## src/hdl/rtcsat_params.svh

```systemverilog
// Overview of operation
// - Power-up loads calendar 00-01-01 day 0 00:00:00 and the listed register values.
// - Power-up sets the power-applied flag; software initialization clears it.
// - Initialization reloads calendar, keeps status one bits 6..4, zeroes others.
// - Supply is sampled once per second during a 15.6 ms window only.
// - A low sample sets the sticky low-supply flag and stops sampling.
// - Reading or initialization clears the low-supply flag and resumes sampling.
// - Written year with a nibble above nine becomes 00.
// - Invalid written month or day becomes 01.
// - Written weekday 7 becomes 0; invalid hour for the mode becomes 00.
// - Bad seconds are fixed on the next second carry, which advances minutes.
// - 24-hour mode ignores written afternoon bit; reads show hour 12..23.
// - A day past month end becomes the first of the following month.
// - Matching weekday, hour, minute on enabled fields sets the alarm flag.
// - Trim adjusts divider counts every 20 s, or 60 s with trim bit 0 set.
// - Trim steps are 3.052 ppm or 1.017 ppm, two crystal counts each.
// - Power and alarm flags are read-only and clear after a read.
// - Writing the initialization bit triggers init; it always reads zero.
`ifndef RTCSAT_PARAMS_SVH
`define RTCSAT_PARAMS_SVH
// Register indices
`define RTCSAT_A_STAT1 5'h00
`define RTCSAT_A_STAT2 5'h01
`define RTCSAT_A_CAL0 5'h02
`define RTCSAT_A_CAL6 5'h08
`define RTCSAT_A_ALM0 5'h09
`define RTCSAT_A_ALM5 5'h0E
`define RTCSAT_A_TRIM 5'h0F
`define RTCSAT_A_USER 5'h10
// Calendar slots: 0 year, 1 month, 2 day, 3 weekday, 4 hour, 5 minute, 6 second
`define RTCSAT_C_YEAR 3'h0
`define RTCSAT_C_MON 3'h1
`define RTCSAT_C_DAY 3'h2
`define RTCSAT_C_WDAY 3'h3
`define RTCSAT_C_HOUR 3'h4
`define RTCSAT_C_MIN 3'h5
`define RTCSAT_C_SEC 3'h6
// Field positions
`define RTCSAT_S1_INIT 7
`define RTCSAT_S1_24H 6
`define RTCSAT_S2_A2SEL 1
`define RTCSAT_S2_A1SEL 5
`define RTCSAT_S2_A1MIN 6
`define RTCSAT_S2_A1FRQ 7
`define RTCSAT_ALM_EN 7
`define RTCSAT_HR_PM 6
// Reset values
`define RTCSAT_RST_STAT 8'h01
`define RTCSAT_RST_ALM1 8'h80
`define RTCSAT_RST_ZERO 8'h00
`define RTCSAT_RST_ONE 8'h01
// Timing in crystal counts
`define RTCSAT_XTAL_HZ 32768
`define RTCSAT_SAMPLE_US 15600
`define RTCSAT_SAMPLE_CYC ((`RTCSAT_SAMPLE_US * `RTCSAT_XTAL_HZ) / 1000000)
`define RTCSAT_SEC_LAST (`RTCSAT_XTAL_HZ - 1)
`define RTCSAT_TRIM_SHORT_S 20
`define RTCSAT_TRIM_LONG_S 60
`define RTCSAT_TRIM_STEP 2
`endif

```

## src/hdl/rtcsat_pkg.sv

```systemverilog
package rtcsat_pkg;
    typedef logic [7:0] rtcsat_byte_t;
    typedef logic [15:0] rtcsat_div_t;
endpackage

```

## src/hdl/rtcsat_core.sv

```systemverilog
// The register offsets and the address-and-strobe port were left to the implementer.
`timescale 1ns/100ps
`default_nettype none
`include "rtcsat_params.svh"
module rtcsat_core import rtcsat_pkg::*; (
    // Clock and reset
    input wire logic mclk_in,
    input wire logic sys_rst_in,
    // Register port
    input wire logic [4:0] reg_addr_in,
    input wire logic [7:0] reg_wdata_in,
    input wire logic reg_wr_in,
    input wire logic reg_rd_in,
    output logic [7:0] reg_rdata_out,
    // Crystal clock and supply comparator
    input wire logic xtal_clk_in,
    input wire logic supply_low_in,
    // Status
    output logic second_tick_out,
    output logic alarm_one_flag_out,
    output logic alarm_two_flag_out
);
    // Calendar, alarm and control state
    rtcsat_byte_t cal_q [0:6];
    rtcsat_byte_t cal_d [0:6];
    rtcsat_byte_t alm_q [0:5];
    rtcsat_byte_t alm_d [0:5];
    rtcsat_byte_t stat2_q, stat2_d, trim_q, trim_d, user_q, user_d, rd_q, rd_d;
    rtcsat_div_t div_q, div_d, term;
    logic [5:0] ivl_q, ivl_d;
    logic [1:0] s1_user_q, s1_user_d;
    logic mode24_q, mode24_d, power_applied_flag_q, power_applied_flag_d;
    logic low_supply_flag_q, low_supply_flag_d;
    logic alarm_one_flag_q, alarm_one_flag_d, alarm_two_flag_q, alarm_two_flag_d;
    logic min_evt_q, min_evt_d, tick_q, tick_d;
    logic xs1_q, xs2_q, xs3_q, ls1_q, ls2_q;
    logic xedge, tick, c_min, c_hr, c_day, c_mon, c_yr, sample_set, alm1_hit, alm2_hit;
    logic wr_s1, rd_s1, init;
    logic [6:0] tval;
    logic [7:0] dim, hr_rd;

    // BCD increment of one byte
    function automatic rtcsat_byte_t f_inc(input rtcsat_byte_t v);
        f_inc = (v[3:0] == 4'h9) ? {v[7:4] + 4'h1, 4'h0} : {v[7:4], v[3:0] + 4'h1};
    endfunction

    // Low nibble above nine
    function automatic logic f_nib(input rtcsat_byte_t v);
        f_nib = (v[3:0] > 4'h9);
    endfunction

    // Last day of a month, BCD; leap test works on BCD year digits
    function automatic rtcsat_byte_t f_dim(input rtcsat_byte_t m, input rtcsat_byte_t y);
        logic leap;
        leap = y[4] ? (y[3:0] == 4'h2 || y[3:0] == 4'h6)
                    : (y[3:0] == 4'h0 || y[3:0] == 4'h4 || y[3:0] == 4'h8);
        case (m)
            8'h02: f_dim = leap ? 8'h29 : 8'h28;
            8'h04, 8'h06, 8'h09, 8'h11: f_dim = 8'h30;
            default: f_dim = 8'h31;
        endcase
    endfunction

    // Alarm comparison over enabled fields; a bank with no field enabled never fires
    function automatic logic f_alm(input rtcsat_byte_t w, input rtcsat_byte_t h,
                                   input rtcsat_byte_t m, input rtcsat_byte_t cw,
                                   input rtcsat_byte_t ch, input rtcsat_byte_t cm,
                                   input logic m24);
        logic hok;
        hok = m24 ? (h[5:0] == ch[5:0]) : (h[6:0] == ch[6:0]);
        f_alm = (w[`RTCSAT_ALM_EN] | h[`RTCSAT_ALM_EN] | m[`RTCSAT_ALM_EN])
              & (~w[`RTCSAT_ALM_EN] | (w[2:0] == cw[2:0]))
              & (~h[`RTCSAT_ALM_EN] | hok)
              & (~m[`RTCSAT_ALM_EN] | (m[6:0] == cm[6:0]));
    endfunction

    // Two-stage synchronisers; xs3 only serves the edge detector
    always_ff @(posedge mclk_in) begin
        if (sys_rst_in) begin
            xs1_q <= 1'b0;
            xs2_q <= 1'b0;
            xs3_q <= 1'b0;
            ls1_q <= 1'b0;
            ls2_q <= 1'b0;
        end else begin
            xs1_q <= xtal_clk_in;
            xs2_q <= xs1_q;
            xs3_q <= xs2_q;
            ls1_q <= supply_low_in;
            ls2_q <= ls1_q;
        end
    end

    // Strobe decode and crystal edge
    assign xedge = xs2_q & ~xs3_q;
    assign wr_s1 = reg_wr_in && reg_addr_in == `RTCSAT_A_STAT1;
    assign rd_s1 = reg_rd_in && reg_addr_in == `RTCSAT_A_STAT1;
    assign init = wr_s1 && reg_wdata_in[`RTCSAT_S1_INIT];
    // Trim value sits bit-reversed in bits 7..1
    assign tval = {trim_q[1], trim_q[2], trim_q[3], trim_q[4], trim_q[5], trim_q[6], trim_q[7]};
    assign dim = f_dim(cal_q[`RTCSAT_C_MON], cal_q[`RTCSAT_C_YEAR]);
    // 24-hour reads derive the afternoon bit from the count
    assign hr_rd = mode24_q ? {1'b0, (cal_q[`RTCSAT_C_HOUR][5:0] > 6'h11),
                               cal_q[`RTCSAT_C_HOUR][5:0]} : cal_q[`RTCSAT_C_HOUR];
    assign alm1_hit = stat2_q[`RTCSAT_S2_A1SEL] & ~stat2_q[`RTCSAT_S2_A1MIN]
                    & ~stat2_q[`RTCSAT_S2_A1FRQ]
                    & f_alm(alm_q[0], alm_q[1], alm_q[2], cal_q[`RTCSAT_C_WDAY],
                            cal_q[`RTCSAT_C_HOUR], cal_q[`RTCSAT_C_MIN], mode24_q);
    assign alarm_one_flag_out = alarm_one_flag_q;
    assign alarm_two_flag_out = alarm_two_flag_q;
    assign second_tick_out = tick_q;
    assign reg_rdata_out = rd_q;
    assign alm2_hit = stat2_q[`RTCSAT_S2_A2SEL]
                    & f_alm(alm_q[3], alm_q[4], alm_q[5], cal_q[`RTCSAT_C_WDAY],
                            cal_q[`RTCSAT_C_HOUR], cal_q[`RTCSAT_C_MIN], mode24_q);

    // Divider end: lengthen for a fast crystal, shorten for a slow one
    always_comb begin
        term = 16'(`RTCSAT_SEC_LAST);
        if (ivl_q == 6'h00 && tval != 7'h00) begin
            if (tval[6])
                term = term + 16'(`RTCSAT_TRIM_STEP * (8'h80 - {1'b0, tval}));
            else
                term = term - 16'(`RTCSAT_TRIM_STEP * tval);
        end
    end

    // Next-state logic for all software-visible state
    always_comb begin
        cal_d = cal_q;
        alm_d = alm_q;
        stat2_d = stat2_q;
        trim_d = trim_q;
        user_d = user_q;
        mode24_d = mode24_q;
        s1_user_d = s1_user_q;
        div_d = div_q;
        ivl_d = ivl_q;
        tick = 1'b0;
        c_min = 1'b0;
        c_hr = 1'b0;
        c_day = 1'b0;
        c_mon = 1'b0;
        c_yr = 1'b0;
        power_applied_flag_d = power_applied_flag_q & ~rd_s1;
        low_supply_flag_d = low_supply_flag_q & ~rd_s1;
        alarm_one_flag_d = alarm_one_flag_q & ~rd_s1;
        alarm_two_flag_d = alarm_two_flag_q & ~rd_s1;
        // Sampling only inside the window and only while the flag is clear
        sample_set = xedge && div_q < 16'(`RTCSAT_SAMPLE_CYC) && !low_supply_flag_q
                     && ls2_q;
        // Crystal divider and trim interval
        if (xedge) begin
            if (div_q >= term) begin
                div_d = 16'h0000;
                tick = 1'b1;
                ivl_d = (ivl_q >= (trim_q[0] ? 6'(`RTCSAT_TRIM_LONG_S - 1)
                                             : 6'(`RTCSAT_TRIM_SHORT_S - 1))) ? 6'h00
                                                                                : ivl_q + 6'h01;
            end else begin
                div_d = div_q + 16'h0001;
            end
        end
        // Carry chain; a bad seconds value is fixed here and still carries
        if (tick) begin
            if (cal_q[6] >= 8'h59 || f_nib(cal_q[6])) begin
                cal_d[6] = 8'h00;
                c_min = 1'b1;
            end else begin
                cal_d[6] = f_inc(cal_q[6]);
            end
        end
        if (c_min) begin
            c_hr = cal_q[5] == 8'h59;
            cal_d[5] = c_hr ? 8'h00 : f_inc(cal_q[5]);
        end
        if (c_hr) begin
            if (mode24_q) begin
                c_day = cal_q[4][5:0] == 6'h23;
                cal_d[4] = c_day ? 8'h00 : f_inc(cal_q[4]);
            end else if (cal_q[4][5:0] == 6'h11) begin
                c_day = cal_q[4][`RTCSAT_HR_PM];
                cal_d[4] = {1'b0, ~cal_q[4][`RTCSAT_HR_PM], 6'h00};
            end else begin
                cal_d[4] = f_inc(cal_q[4]);
            end
        end
        if (c_day) begin
            cal_d[3] = (cal_q[3] == 8'h06) ? 8'h00 : cal_q[3] + 8'h01;
            c_mon = cal_q[2] >= dim;
            cal_d[2] = c_mon ? 8'h01 : f_inc(cal_q[2]);
        end
        if (c_mon) begin
            c_yr = cal_q[1] == 8'h12;
            cal_d[1] = c_yr ? 8'h01 : f_inc(cal_q[1]);
        end
        if (c_yr)
            cal_d[0] = (cal_q[0] == 8'h99) ? 8'h00 : f_inc(cal_q[0]);
        // Register writes with validation
        if (reg_wr_in) begin
            case (reg_addr_in)
                `RTCSAT_A_STAT1: begin
                    mode24_d = reg_wdata_in[`RTCSAT_S1_24H];
                    s1_user_d = reg_wdata_in[5:4];
                end
                `RTCSAT_A_STAT2: stat2_d = reg_wdata_in;
                `RTCSAT_A_TRIM: trim_d = reg_wdata_in;
                `RTCSAT_A_USER: user_d = reg_wdata_in;
                5'h02: cal_d[0] = (f_nib(reg_wdata_in) || reg_wdata_in[7:4] > 4'h9) ? 8'h00
                                                                              : reg_wdata_in;
                5'h03: cal_d[1] = (reg_wdata_in == 8'h00 || reg_wdata_in > 8'h12
                                   || f_nib(reg_wdata_in)) ? 8'h01 : reg_wdata_in;
                5'h04: cal_d[2] = (reg_wdata_in == 8'h00 || reg_wdata_in > 8'h31
                                   || f_nib(reg_wdata_in)) ? 8'h01 : reg_wdata_in;
                5'h05: cal_d[3] = {5'h00, (reg_wdata_in[2:0] == 3'h7) ? 3'h0
                                                                      : reg_wdata_in[2:0]};
                5'h06: begin
                    if (mode24_q)
                        cal_d[4] = (reg_wdata_in[5:0] > 6'h23 || f_nib(reg_wdata_in)) ? 8'h00
                                   : {2'b00, reg_wdata_in[5:0]};
                    else
                        cal_d[4] = (reg_wdata_in[5:0] > 6'h11 || f_nib(reg_wdata_in)) ? 8'h00
                                   : {1'b0, reg_wdata_in[6:0]};
                end
                5'h07: cal_d[5] = (reg_wdata_in[6:0] > 7'h59 || f_nib(reg_wdata_in)) ? 8'h00
                                  : {1'b0, reg_wdata_in[6:0]};
                5'h08: cal_d[6] = {1'b0, reg_wdata_in[6:0]};
                default: begin
                    if (reg_addr_in >= `RTCSAT_A_ALM0 && reg_addr_in <= `RTCSAT_A_ALM5)
                        alm_d[3'(reg_addr_in - `RTCSAT_A_ALM0)] = reg_wdata_in;
                end
            endcase
            // Day beyond month end rolls to the first of the next month
            if ((reg_addr_in == 5'h03 || reg_addr_in == 5'h04)
                && cal_d[2] > f_dim(cal_d[1], cal_d[0])) begin
                cal_d[2] = 8'h01;
                cal_d[1] = (cal_d[1] == 8'h12) ? 8'h01 : f_inc(cal_d[1]);
            end
        end
        // Alarm compare runs once the new minute has settled; set wins over read
        if (min_evt_q && alm1_hit)
            alarm_one_flag_d = 1'b1;
        if (min_evt_q && alm2_hit)
            alarm_two_flag_d = 1'b1;
        if (sample_set)
            low_supply_flag_d = 1'b1;
        // Initialization overrides everything except status one bits 6..4
        if (init) begin
            for (int i = 0; i < 7; i++)
                cal_d[i] = 8'h00;
            cal_d[1] = `RTCSAT_RST_ONE;
            cal_d[2] = `RTCSAT_RST_ONE;
            for (int i = 0; i < 6; i++)
                alm_d[i] = `RTCSAT_RST_ZERO;
            stat2_d = `RTCSAT_RST_ZERO;
            trim_d = `RTCSAT_RST_ZERO;
            user_d = `RTCSAT_RST_ZERO;
            power_applied_flag_d = 1'b0;
            low_supply_flag_d = 1'b0;
            alarm_one_flag_d = 1'b0;
            alarm_two_flag_d = 1'b0;
        end
        min_evt_d = c_min;
        tick_d = tick;
    end

    // Read data; status one shows flags before the read clears them
    always_comb begin
        rd_d = rd_q;
        if (reg_rd_in) begin
            case (reg_addr_in)
                `RTCSAT_A_STAT1: rd_d = {1'b0, mode24_q, s1_user_q, alarm_one_flag_q,
                                         alarm_two_flag_q, low_supply_flag_q,
                                         power_applied_flag_q};
                `RTCSAT_A_STAT2: rd_d = stat2_q;
                `RTCSAT_A_TRIM: rd_d = trim_q;
                `RTCSAT_A_USER: rd_d = user_q;
                5'h06: rd_d = hr_rd;
                default: begin
                    if (reg_addr_in >= `RTCSAT_A_CAL0 && reg_addr_in <= `RTCSAT_A_CAL6)
                        rd_d = cal_q[3'(reg_addr_in - `RTCSAT_A_CAL0)];
                    else if (reg_addr_in >= `RTCSAT_A_ALM0 && reg_addr_in <= `RTCSAT_A_ALM5)
                        rd_d = alm_q[3'(reg_addr_in - `RTCSAT_A_ALM0)];
                    else
                        rd_d = 8'h00;
                end
            endcase
        end
    end

    // State registers; power-up values
    always_ff @(posedge mclk_in) begin
        if (sys_rst_in) begin
            cal_q <= '{8'h00, 8'h01, 8'h01, 8'h00, 8'h00, 8'h00, 8'h00};
            alm_q <= '{`RTCSAT_RST_ALM1, 8'h00, 8'h00, 8'h00, 8'h00, 8'h00};
            stat2_q <= `RTCSAT_RST_STAT;
            trim_q <= `RTCSAT_RST_ZERO;
            user_q <= `RTCSAT_RST_ZERO;
            rd_q <= 8'h00;
            div_q <= 16'h0000;
            ivl_q <= 6'h00;
            s1_user_q <= 2'b00;
            mode24_q <= 1'b0;
            power_applied_flag_q <= 1'b1;
            low_supply_flag_q <= 1'b0;
            alarm_one_flag_q <= 1'b0;
            alarm_two_flag_q <= 1'b0;
            min_evt_q <= 1'b0;
            tick_q <= 1'b0;
        end else begin
            cal_q <= cal_d;
            alm_q <= alm_d;
            stat2_q <= stat2_d;
            trim_q <= trim_d;
            user_q <= user_d;
            rd_q <= rd_d;
            div_q <= div_d;
            ivl_q <= ivl_d;
            s1_user_q <= s1_user_d;
            mode24_q <= mode24_d;
            power_applied_flag_q <= power_applied_flag_d;
            low_supply_flag_q <= low_supply_flag_d;
            alarm_one_flag_q <= alarm_one_flag_d;
            alarm_two_flag_q <= alarm_two_flag_d;
            min_evt_q <= min_evt_d;
            tick_q <= tick_d;
        end
    end
endmodule
`default_nettype wire

```

## config.mk

```make
export PLATFORM = sky130hd
export DESIGN_NAME = rtcsat_core
export DESIGN_NICKNAME = d
export VERILOG_FILES = /design/src/hdl/rtcsat_pkg.sv /design/src/hdl/rtcsat_core.sv
export VERILOG_INCLUDE_DIRS = /design/src /design/src/hdl
export SDC_FILE = /design/constraint.sdc
export NUM_CORES = 1
export LEC_CHECK = 0
export ABC_AREA = 1
export ABC_CLOCK_PERIOD_IN_PS = 5600
export CAP_MARGIN = 20
export CELL_PAD_IN_SITES_DETAIL_PLACEMENT = 1
export CELL_PAD_IN_SITES_GLOBAL_PLACEMENT = 2
export CORE_MARGIN = 2
export CORE_UTILIZATION = 33
export CTS_CLUSTER_SIZE = 24
export DETAILED_ROUTE_END_ITERATION = 6
export DONT_BUFFER_PORTS = 1
export GPL_TIMING_DRIVEN = 0
export PLACE_DENSITY_LB_ADDON = 0.1
export SYNTH_ARGS = -nofsm -noshare
export SYNTH_HDL_FRONTEND = slang
export SYNTH_SLANG_ARGS = --single-unit
```

## constraint.sdc

```tcl
create_clock -name mclk_in -period 5.6 [get_ports mclk_in]
set_input_delay 1.12 -clock mclk_in [delete_from_list [all_inputs] [get_ports mclk_in]]
set_output_delay 1.12 -clock mclk_in [all_outputs]
set_load 0.01 [all_outputs]
```

# ---- After elaboration in Yosys (flattened, before gate mapping)
# Cells that the tools add are included.
dict set report classes {
  order_cmp 22
  muxes 91
  n_addsub 22
  reduce_logical 51
  eq_ne 52
  n_bitwise 39
}
# cell n
set ops {}
lappend ops {{8-bit two-way mux} 44}
lappend ops {{48-bit two-way mux} 4}
lappend ops {{16-bit two-way mux} 5}
lappend ops {{4-bit by 1-bit adder with 4-bit output, second input constant} 14}
lappend ops {{56-bit two-way mux} 1}
lappend ops {{8-bit binary-select mux with 3-bit select} 2}
lappend ops {{48-bit bitwise mux} 1}
lappend ops {{8-bit by 3-bit == test with 1-bit output, second input constant} 5}
lappend ops {{8-bit case mux with 5 select lines} 1}
lappend ops {{4-bit == test, second input constant} 9}
lappend ops {{8-bit by 5-bit == test with 1-bit output, second input constant} 4}
lappend ops {{7-bit == test} 4}
lappend ops {{8-bit demux with 3-bit select} 1}
lappend ops {{1-bit two-way mux} 23}
lappend ops {{7-bit two-way mux} 3}
lappend ops {{5-bit by 3-bit == test with 1-bit output, second input constant} 4}
lappend ops {{5-bit case mux with 2 select lines} 2}
lappend ops {{6-bit two-way mux} 3}
lappend ops {{15-bit by 16-bit adder with 16-bit output, first input constant} 1}
lappend ops {{16-bit by 1-bit adder with 16-bit output, second input constant} 1}
lappend ops {{4-bit by 3-bit == test with 1-bit output, second input constant} 4}
lappend ops {{8-bit by 2-bit == test with 1-bit output, second input constant} 2}
lappend ops {{8-bit by 4-bit == test with 1-bit output, second input constant} 2}
lappend ops {{16-bit >= comparator} 1}
lappend ops {{other kinds (54)} 136}
dict set report word_totals {
  reg_bits 172
  inputBits 19
  elab_cells 311
  output_inout_bits 11
}

# ---- Depth between registers and ports, before layout
# Gate-level depths: netlist of run 1.
dict set report logic_depth {
  depth_word 26
  ltp_mapped 45
  depth_no_buf 44
}

# ---- Worst setup path before layout of run 1
# OpenSTA, ideal clock, no wires.
dict set report synth_path {
  path_kind {reg2reg}
  startpoint {register trim_q[7]}
  endpoint {register cal_q[32] (netlist bit)}
  slack_ns 0.371
  stages_incl_launch_ff 46
  t_required_ns 5.472
  n_path_buf 2
  period_less_slack_ns 5.229
  t_arrival_ns 5.102
  setup_time_ns 0.128
  path_cell_list {dfxtp_1 inv_1 ha_1 or2_2 nand2_1 nand2_1 nor2_1 nand2_1 nor2_1 a21oi_1 inv_1 nor2_1 ha_1 nand2_1 a21oi_1 nor2_1 nand2_1 nand2_1 [10 not listed] ha_1 nand3_2 nor2_4 inv_2 nor3_2 nand3_1 nand2_1 ha_1 inv_1 o31ai_1 nand3_2 o21ai_2 nand2_4 nand2_4 buf_6 nand2_1 a21oi_1 o21ai_1}
}
dict set report synth_via {
  elab_chain_cells 26
  word_cells_on_any_way 46
  classes_between {3 x add/sub; 2 x order compare; 9 x eq/ne; 24 x mux; 8 x reduce/logical}
}
# element line
set synth_rtl {}
lappend synth_rtl {{start, declared} rtcsat_core.sv:28} ;# rtcsat_byte_t stat2_q, stat2_d, trim_q, trim_d, user_q, user_d, rd_q, rd_d;
lappend synth_rtl {{start signal, assigned} rtcsat_core.sv:297} ;# trim_q <= `RTCSAT_RST_ZERO;
lappend synth_rtl {{start signal, assigned} rtcsat_core.sv:314} ;# trim_q <= trim_d;
lappend synth_rtl {{8-bit by 7-bit subtractor with 9-bit output} rtcsat_core.sv:122} ;# term = term + 16'(`RTCSAT_TRIM_STEP * (8'h80 - {1'b0, tval}));
lappend synth_rtl {{15-bit by 16-bit adder with 16-bit output} rtcsat_core.sv:122}
lappend synth_rtl {{16-bit two-way mux} rtcsat_core.sv:121} ;# if (tval[6])
lappend synth_rtl {{16-bit two-way mux (*)} rtcsat_core.sv:120} ;# if (ivl_q == 6'h00 && tval != 7'h00) begin
lappend synth_rtl {{16-bit >= comparator (*)} rtcsat_core.sv:154} ;# if (div_q >= term) begin
lappend synth_rtl {{1-bit two-way mux (*)} rtcsat_core.sv:154}
lappend synth_rtl {{1-bit two-way mux (*)} rtcsat_core.sv:153} ;# if (xedge) begin
lappend synth_rtl {{1-bit two-way mux (*)} rtcsat_core.sv:165} ;# if (tick) begin
lappend synth_rtl {{[10 not listed]} -}
lappend synth_rtl {{1-bit two-way mux} rtcsat_core.sv:55} ;# leap = y[4] ? (y[3:0] == 4'h2 || y[3:0] == 4'h6)
lappend synth_rtl {{1-bit two-way mux} rtcsat_core.sv:58} ;# 8'h02: f_dim = leap ? 8'h29 : 8'h28;
lappend synth_rtl {{5-bit case mux with 2 select lines} rtcsat_core.sv:57} ;# case (m)
lappend synth_rtl {{8-bit two-way mux} rtcsat_core.sv:200} ;# if (reg_wr_in) begin
lappend synth_rtl {{8-bit greater-than comparator} rtcsat_core.sv:235} ;# && cal_d[2] > f_dim(cal_d[1], cal_d[0])) begin
lappend synth_rtl {{1-bit logical AND} rtcsat_core.sv:235}
lappend synth_rtl {{16-bit two-way mux} rtcsat_core.sv:234} ;# if ((reg_addr_in == 5'h03 || reg_addr_in == 5'h04)
lappend synth_rtl {{56-bit two-way mux (*)} rtcsat_core.sv:200}
lappend synth_rtl {{end signal, assigned} rtcsat_core.sv:294} ;# cal_q <= '{8'h00, 8'h01, 8'h01, 8'h00, 8'h00, 8'h00, 8'h00};
lappend synth_rtl {{end signal, assigned} rtcsat_core.sv:311} ;# cal_q <= cal_d;
lappend synth_rtl {{end, declared} rtcsat_core.sv:24} ;# rtcsat_byte_t cal_q [0:6];
# Mark *: on every way between the ends. The rest lies on a longest branch, timed or not. The select of a mux whose other input is x is not followed.
# A chain may end at the register's enable or synchronous reset.

# ---- Final worst setup path of run 1
dict set report layout_path {
  startpoint {register trim_q[6]}
  endpoint {register cal_q[42] (netlist bit)}
}
# Same word-level chain as after synthesis.

==> results of run 1 <==
-- layout make-up --
type / count / area (um2)
multi-input combinational: 1242 / 7410
buffer: 65 / 299
sequential: 172 / 3450
clock buffer: 18 / 439
tap: 455 / 569
clock inverter: 14 / 130
timing repair buffer: 67 / 608
fill: 4448 / 20700
inverter: 239 / 915
-- registers in the layout, summed over array words and instances, names as in the netlist --
signal,count
second_tick_out,1
xs1_q,1
stat2_q,8
s1_user_q,2
low_supply_flag_q,1
alm_q,48
min_evt_q,1
xs3_q,1
ls2_q,1
xs2_q,1
mode24_q,1
alarm_two_flag_out,1
alarm_one_flag_out,1
ls1_q,1
trim_q,8
power_applied_flag_q,1
div_q,16
user_q,8
ivl_q,6
cal_q,56
reg_rdata_out,8
-- tightest hold or removal path, delay by kind of cell (launching register included) --
kind | cells | cell delay (ns)
DFF | 1 | 0.30
buffers and inverters | 1 | 0.05
and+or+nand+nor | 1 | 0.03
-- metrics by stage --
step	total power, W	worst slack (ns)
3_5_place_dp	0.00162	-0.969
6_report	0.00285	0.0196
3_3_place_gp	0.00162	-0.948
2_1_floorplan	0.00149	0.371
4_1_cts	0.00285	-0.0156
5_1_grt	0.00295	-0.304
-- cells by family after synthesis --
kind of cell,share of synthesized area
compound gates,0.236
xor+xnor,0.0401
fa+ha+maj,0.0627
buf+inv,0.102
flops,0.297
mux,0.000865
simple gates,0.261
-- power by group --
part	switching [W]	internal (W)
Sequential	0.0000213	0.00124
Clock	0.000614	0.000600
Combinational	0.000271	0.000110
-- how the worst min path moves through the flow --
stage                     startpoint               end  slack [ns]  cells past startpoint
global route        ls1_q$_SDFF_PP0_  ls2_q$_SDFF_PP0_        0.43                      2
CTS                 xs1_q$_SDFF_PP0_  xs2_q$_SDFF_PP0_        0.42                      2
finish              xs1_q$_SDFF_PP0_  xs2_q$_SDFF_PP0_        0.42                      2
global placement    xs1_q$_SDFF_PP0_  xs2_q$_SDFF_PP0_        0.40                      2
floorplan           ls1_q$_SDFF_PP0_  ls2_q$_SDFF_PP0_        0.39                      2
detailed placement  ls1_q$_SDFF_PP0_  ls2_q$_SDFF_PP0_        0.41                      2
-- cell usage after synthesis, drive strengths merged --
cell type,count
a2111oi,2
a31oi,4
dfxtp,172
xor2,34
nand3b,2
xnor2,19
nor4,9
o2111ai,3
nor2,172
a32oi,2
o21a,2
clkinv,7
nand2,280
o21ai,185
a21o,1
a221o,1
o211ai,12
nand3,115
o31ai,6
a22oi,8
a21oi,205
nor3b,4
o32ai,4
clkbuf,44
o41ai,5
buf,21
o21bai,2
a211oi,13
or2,4
or4,1
and3,1
inv,232
nor3,37
o22ai,20
a221oi,3
ha,58
mux2i,1
o221ai,7
nand4,20
-- routing by layer --
layer,vias up,GRT usage,share of wire
met2,251,0.474,0.47
met1,6061,0.359,0.44
met5,-,0,0
met4,0,0.111,0.041
li1,5957,-,-
met3,89,0.0514,0.046
-- what timing repair did --
action | 4_1_cts | 5_1_grt
endpoints found under the hold margin | 0 | 0
endpoints found under the setup margin | 14 | 24
pin swaps | 35 | 53
cloned | 1 | 0
resized for setup | 72 | 70
buffers inserted | 57 | 12
==> metrics.md, run 1 <==
| Metric | Value |
|---|---|
| Outcome | `completed` |
| Syn nets | `~1800` |
| Routed WL | `slightly above 50000 um` |
| Clk slew on worst S/H paths | `0.08 ns` |
| Die area | `36600 um2` |
| Slew at the pin closest to its max-slew limit | `~1.1 ns` |
| H-tree levels | `4` |
| Seq/Total Area, Yosys | `0.297` |
| Vias in the first global route | `12300` |
| Reg2Reg Launch Point | `trim_q[6]$_SDFFE_PP0P_` |
| Fin cells | `2272` |
| CP Data Required Time | `approximately 5.9 ns` |
| Final setup TNS | `0 ns` |
| Syn avg cell area | `a little under 7 um2` |
| Setup-failing EPs final | `0` |
| Worst Reg-to-Reg Cells | `a little over 40` |
| CP max FO | `6` |
| Final hold slack | `0.418 ns` |
| Routability congestion estimate | `~0.91` |
| RSZ-0062 raised after global routing | `yes` |
| Die X | `between 150 and 200 um` |
| Clk Latency, worst-skew pair | `around 0.47 ns` |
| Placed Cells | `about 2200` |
| Clock skew | `roughly 0.015 ns` |
| Fin crit share | `0.996` |
| Core area | `~35000 um2` |
| Root buf cell | `clkbuf_16` |
| Die height | `around 190 um` |
| Max-capacitance violation count | `0` |
| Cell Area, Placed | `approximately 12000 um2` |
| Port bufs | `0` |
| Worst Path Buf+Inv | `8` |
| Antenna diodes | `0` |
| Worst min-delay path category | `reg -> reg` |
| Detailed Routing Iterations Pass 1 | `5` |
| Fmax | `between 150 and 200 MHz` |
| Ranking of synthesized cells by area | `dfxtp_1, a21oi_1, nand2_1` |
| Critical path arrival | `roughly 5.9 ns` |
| Initial antenna violation count | `0` |
| Most common cell after layout, fill and taps aside | `nand2_1` |
| Worst vdd rail ir drop | `around 0.0002 V` |
| Crit. End Element | `register` |
| Io pins | `30` |
| Reg2Reg Setup Slack | `0.02 ns` |
| Layout net count | `~1900` |
| Hold-fix buffers, CTS | `0` |
| Leakage | `~5.7 nW` |
| CTS tree | `done` |
| Worst R2R End | `cal_q[42]$_SDFF_PP0_` |
| Grt ovf | `0` |
| Post-Syn Instances | `approximately 1700` |
| Area fraction of the dominant cell type after synthesis | `0.297` |
| Vias | `12400` |
| Core Util, Final | `0.400` |
| Final Critical Period | `about 5.6 ns` |
| Worst path slowest cell | `dfxtp_4` |
| CTS buffer count | `17` |
| CP Depth | `41` |
| Synth Register Bits | `172` |
| CP delay by family, top | `simple AND/OR/NAND/NOR gates` |
| Drt wl/cell | `approximately 23 um` |
| DRC Markers | `0` |
| Critical path startpoint category | `register` |
| First-pass GRT wire length | `76600 um` |
| DRT iter0 DRCs | `809` |
| Gr usage total | `0.283` |
| Layout cell share with drive strength beyond 1 | `0.152` |
| Synthesized area | `~12000 um2` |
| Initial core utilization | `0.335` |
| Row cnt | `between 60 and 70` |
| Area leader, netlist | `dfxtp_1` |
| Final Max Tran Viols | `0` |
| DRT antenna net count | `0` |
| Largest net degree at the start of global routing | `18` |
| Setup crit start | `trim_q[6]$_SDFFE_PP0P_` |
| Layout area overhead | `19.4%` |
| PwrDens | `206 nW/um2` |
| Worst setup path class | `reg -> reg` |
| Post-DP HPWL | `approximately 38000 um` |
| Hold Vio Cnt, Final | `0` |
| Most frequent cells in the layout | `nand2_1, inv_1, a21oi_1, dfxtp_1, o21ai_0` |
| Synth Warn # | `0` |
| Via density | `about 5.4` |
| CTS sink cnt | `between 150 and 200` |
| Slowest stage delay, CP | `~0.38 ns` |
| Cell variety after synth | `between 50 and 60` |
| Longest Clk Path Bufs | `2` |
| CP Capture Point | `cal_q[42]$_SDFF_PP0_` |
| Relative slew slack | `0.242` |
| Design area | `13800 um2` |
(Power assumes the default switching activity.)
==> run 2, diff against run 1 <==
CELL_PAD_IN_SITES_DETAIL_PLACEMENT = default   (was 1)
CELL_PAD_IN_SITES_GLOBAL_PLACEMENT = default   (was 2)
PLACE_DENSITY_LB_ADDON = default   (was 0.1)
==> run 2 against run 1 <==
Setup slack improved by 0.13 ns. Cell count shrank 1.5%. Global-route usage shrank 5.1 points. Via count fell by 0.77%. Sequential share of layout area is 0.66 points higher. Sequential cell count unchanged. Critical path depth rose by 4. First-iteration DRC count increased by 63%. Largest power group unchanged. Clock power hardly changed. Fmax is 2.4% higher.
==> metrics.md, run 2 (synthesis results as in run 1) <==
| Metric | Value |
|---|---|
| Core area | `approximately 35000 um2` |
| Routed WL | `about 43000 um` |
| CP max FO | `5` |
| Fmax | `roughly 180 MHz` |
| Gr busiest metal | `met2` |
| Final hold slack | `around 0.41 ns` |
| Slowest stage delay, CP | `roughly 0.38 ns` |
| Setup-failing EPs final | `0` |
| Relative slew slack | `0.313` |
| Most common cell after layout, fill and taps aside | `nand2_1` |
| Largest register FFs | `56` |
| Most frequent cells in the layout | `nand2_1, inv_1, a21oi_1, dfxtp_1, o21ai_0` |
| First-pass GRT wire length | `roughly 65000 um` |
| DRT iter0 DRCs | `approximately 1300` |
| RSZ-0062 raised after global routing | `yes` |
| Layout area overhead | `16.3%` |
| H-tree levels | `4` |
| Leakage | `5.52 nW` |
| Clk slew on worst S/H paths | `0.08 ns` |
| Critical path arrival | `5.77 ns` |
| Max-capacitance violation count | `0` |
| Cell Area, Placed | `around 12000 um2` |
| Vias | `between 10000 and 15000` |
| Vias in the first global route | `about 12000` |
| Root buf cell | `clkbuf_16` |
| Final setup TNS | `0 ns` |
| Initial core utilization | `0.335` |
| DRC Markers | `0` |
| Final Critical Period | `5.45 ns` |
| Design area | `roughly 13000 um2` |
| M3 GR Usage | `0.0628` |
| CP Data Required Time | `a little under 6 ns` |
| DRT antenna net count | `0` |
| Detailed Routing Iterations Pass 1 | `6` |
| Routability congestion estimate | `0.989` |
| Port bufs | `0` |
| Outcome | `completed` |
| Fin cells | `roughly 2200` |
| Worst min-delay path category | `reg -> reg` |
| Die X | `between 150 and 200 um` |
| Via density | `about 5.5` |
| Worst setup path class | `reg -> reg` |
| CTS sink cnt | `172` |
| Crit. End Element | `register` |
| Layout net count | `~1800` |
| Grt met2 use | `0.373` |
| Post-DP HPWL | `approximately 32000 um` |
| Slew at the pin closest to its max-slew limit | `1.03 ns` |
| Worst path slowest cell | `dfxtp_4` |
| Layout cell share with drive strength beyond 1 | `0.132` |
| Die height | `around 190 um` |
| Top reg by flops | `cal_q` |
| Clk Latency, worst-skew pair | `0.45 ns` |
| Die area | `roughly 37000 um2` |
| Gr usage total | `0.232` |
| Longest Clk Path Bufs | `2` |
| Met1 Usage GRT | `0.284` |
| Pre-CTS setup slack | `-0.769 ns` |
| Largest net degree at the start of global routing | `20` |
| Hold-fix buffers, CTS | `0` |
| Clock skew | `0.0145 ns` |
| Fin crit share | `0.973` |
| Row cnt | `between 60 and 70` |
| Final Max Tran Viols | `0` |
| CTS buffer count | `17` |
| Io pins | `30` |
| Final WS setup | `0.149 ns` |
| PwrDens | `approximately 210 nW/um2` |
| CP most frequent cell | `nand2_4` |
| Grt ovf | `0` |
| Biggest regs | `cal_q x56, alm_q x48, div_q x16` |
| Worst vdd rail ir drop | `roughly 0.00023 V` |
| Initial antenna violation count | `0` |
| Drt wl/cell | `between 15 and 20 um` |
| Placed Cells | `roughly 2200` |
| Critical path startpoint category | `register` |
| Antenna diodes | `0` |
| Hold Vio Cnt, Final | `0` |
| CTS tree | `done` |
## run 2: changes by cell type in the layout (fill, tap and decap cells not counted), moves of 3 or more
cell,change
clkinv_8,+4
nand3_2,+3
nand3_4,-3
buf_6,-12
inv_6,-3
buf_4,-19
## run 2: layout make-up
class	instances	area (um2)
Multi-Input combinational cell	1242	7330
Clock inverter	15	175
Sequential cell	172	3450
Clock buffer	17	425
Fill cell	3680	21100
Inverter	239	922
Tap cell	455	569
Buffer	65	298
Timing Repair Buffer	34	295
## run 2: stage by stage
stage / total power (W) / utilization
finish: 0.00283 / 0.390
global placement: 0.00160 / 0.352
detailed placement: 0.00160 / 0.352
CTS: 0.00282 / 0.380
floorplan: 0.00149 / -
global route: 0.00292 / 0.390
## run 2: worst paths after layout
check	startpoint	to	slack, ns	depth (start not counted)
hold / removal	xs1_q$_SDFF_PP0_	xs2_q$_SDFF_PP0_	0.41	2
setup reg to reg	trim_q[6]$_SDFFE_PP0P_	cal_q[32]$_SDFF_PP1_	0.15	45
setup / recovery	trim_q[6]$_SDFFE_PP0P_	cal_q[32]$_SDFF_PP1_	0.15	45
hold reg to reg	xs1_q$_SDFF_PP0_	xs2_q$_SDFF_PP0_	0.41	2
## run 2: repair_timing
| item | CTS | global route |
|---|---|---|
| setup buffers | 24 | 10 |
| pin swaps | 21 | 34 |
| cloned | 1 | 0 |
| resized for setup | 46 | 67 |
| setup endpoints to repair | 14 | 14 |
## run 2: layer usage
metal	vias up	share of wire	routed length, um
li1	5884	-	-
met1	5786	0.42	17700
met2	484	0.45	19200
met3	109	0.083	3520
met4	0	0.049	2080
met5	-	0	0
## run 2: power by group
group          switching, W  internal (W)
Combinational      0.000254     0.0000954
Clock              0.000621      0.000605
Sequential        0.0000187       0.00124
Total              0.000893       0.00194
## run 2: worst max-delay path, delay by kind of cell (launching register included)
family | cells | cell delay, ns
AO/OA/AOI/OAI | 6 | 0.76
AND/OR/NAND/NOR | 27 | 2.68
buffers and inverters | 8 | 0.69
adder cells (fa/ha/maj) | 4 | 0.78
flip-flops | 1 | 0.38
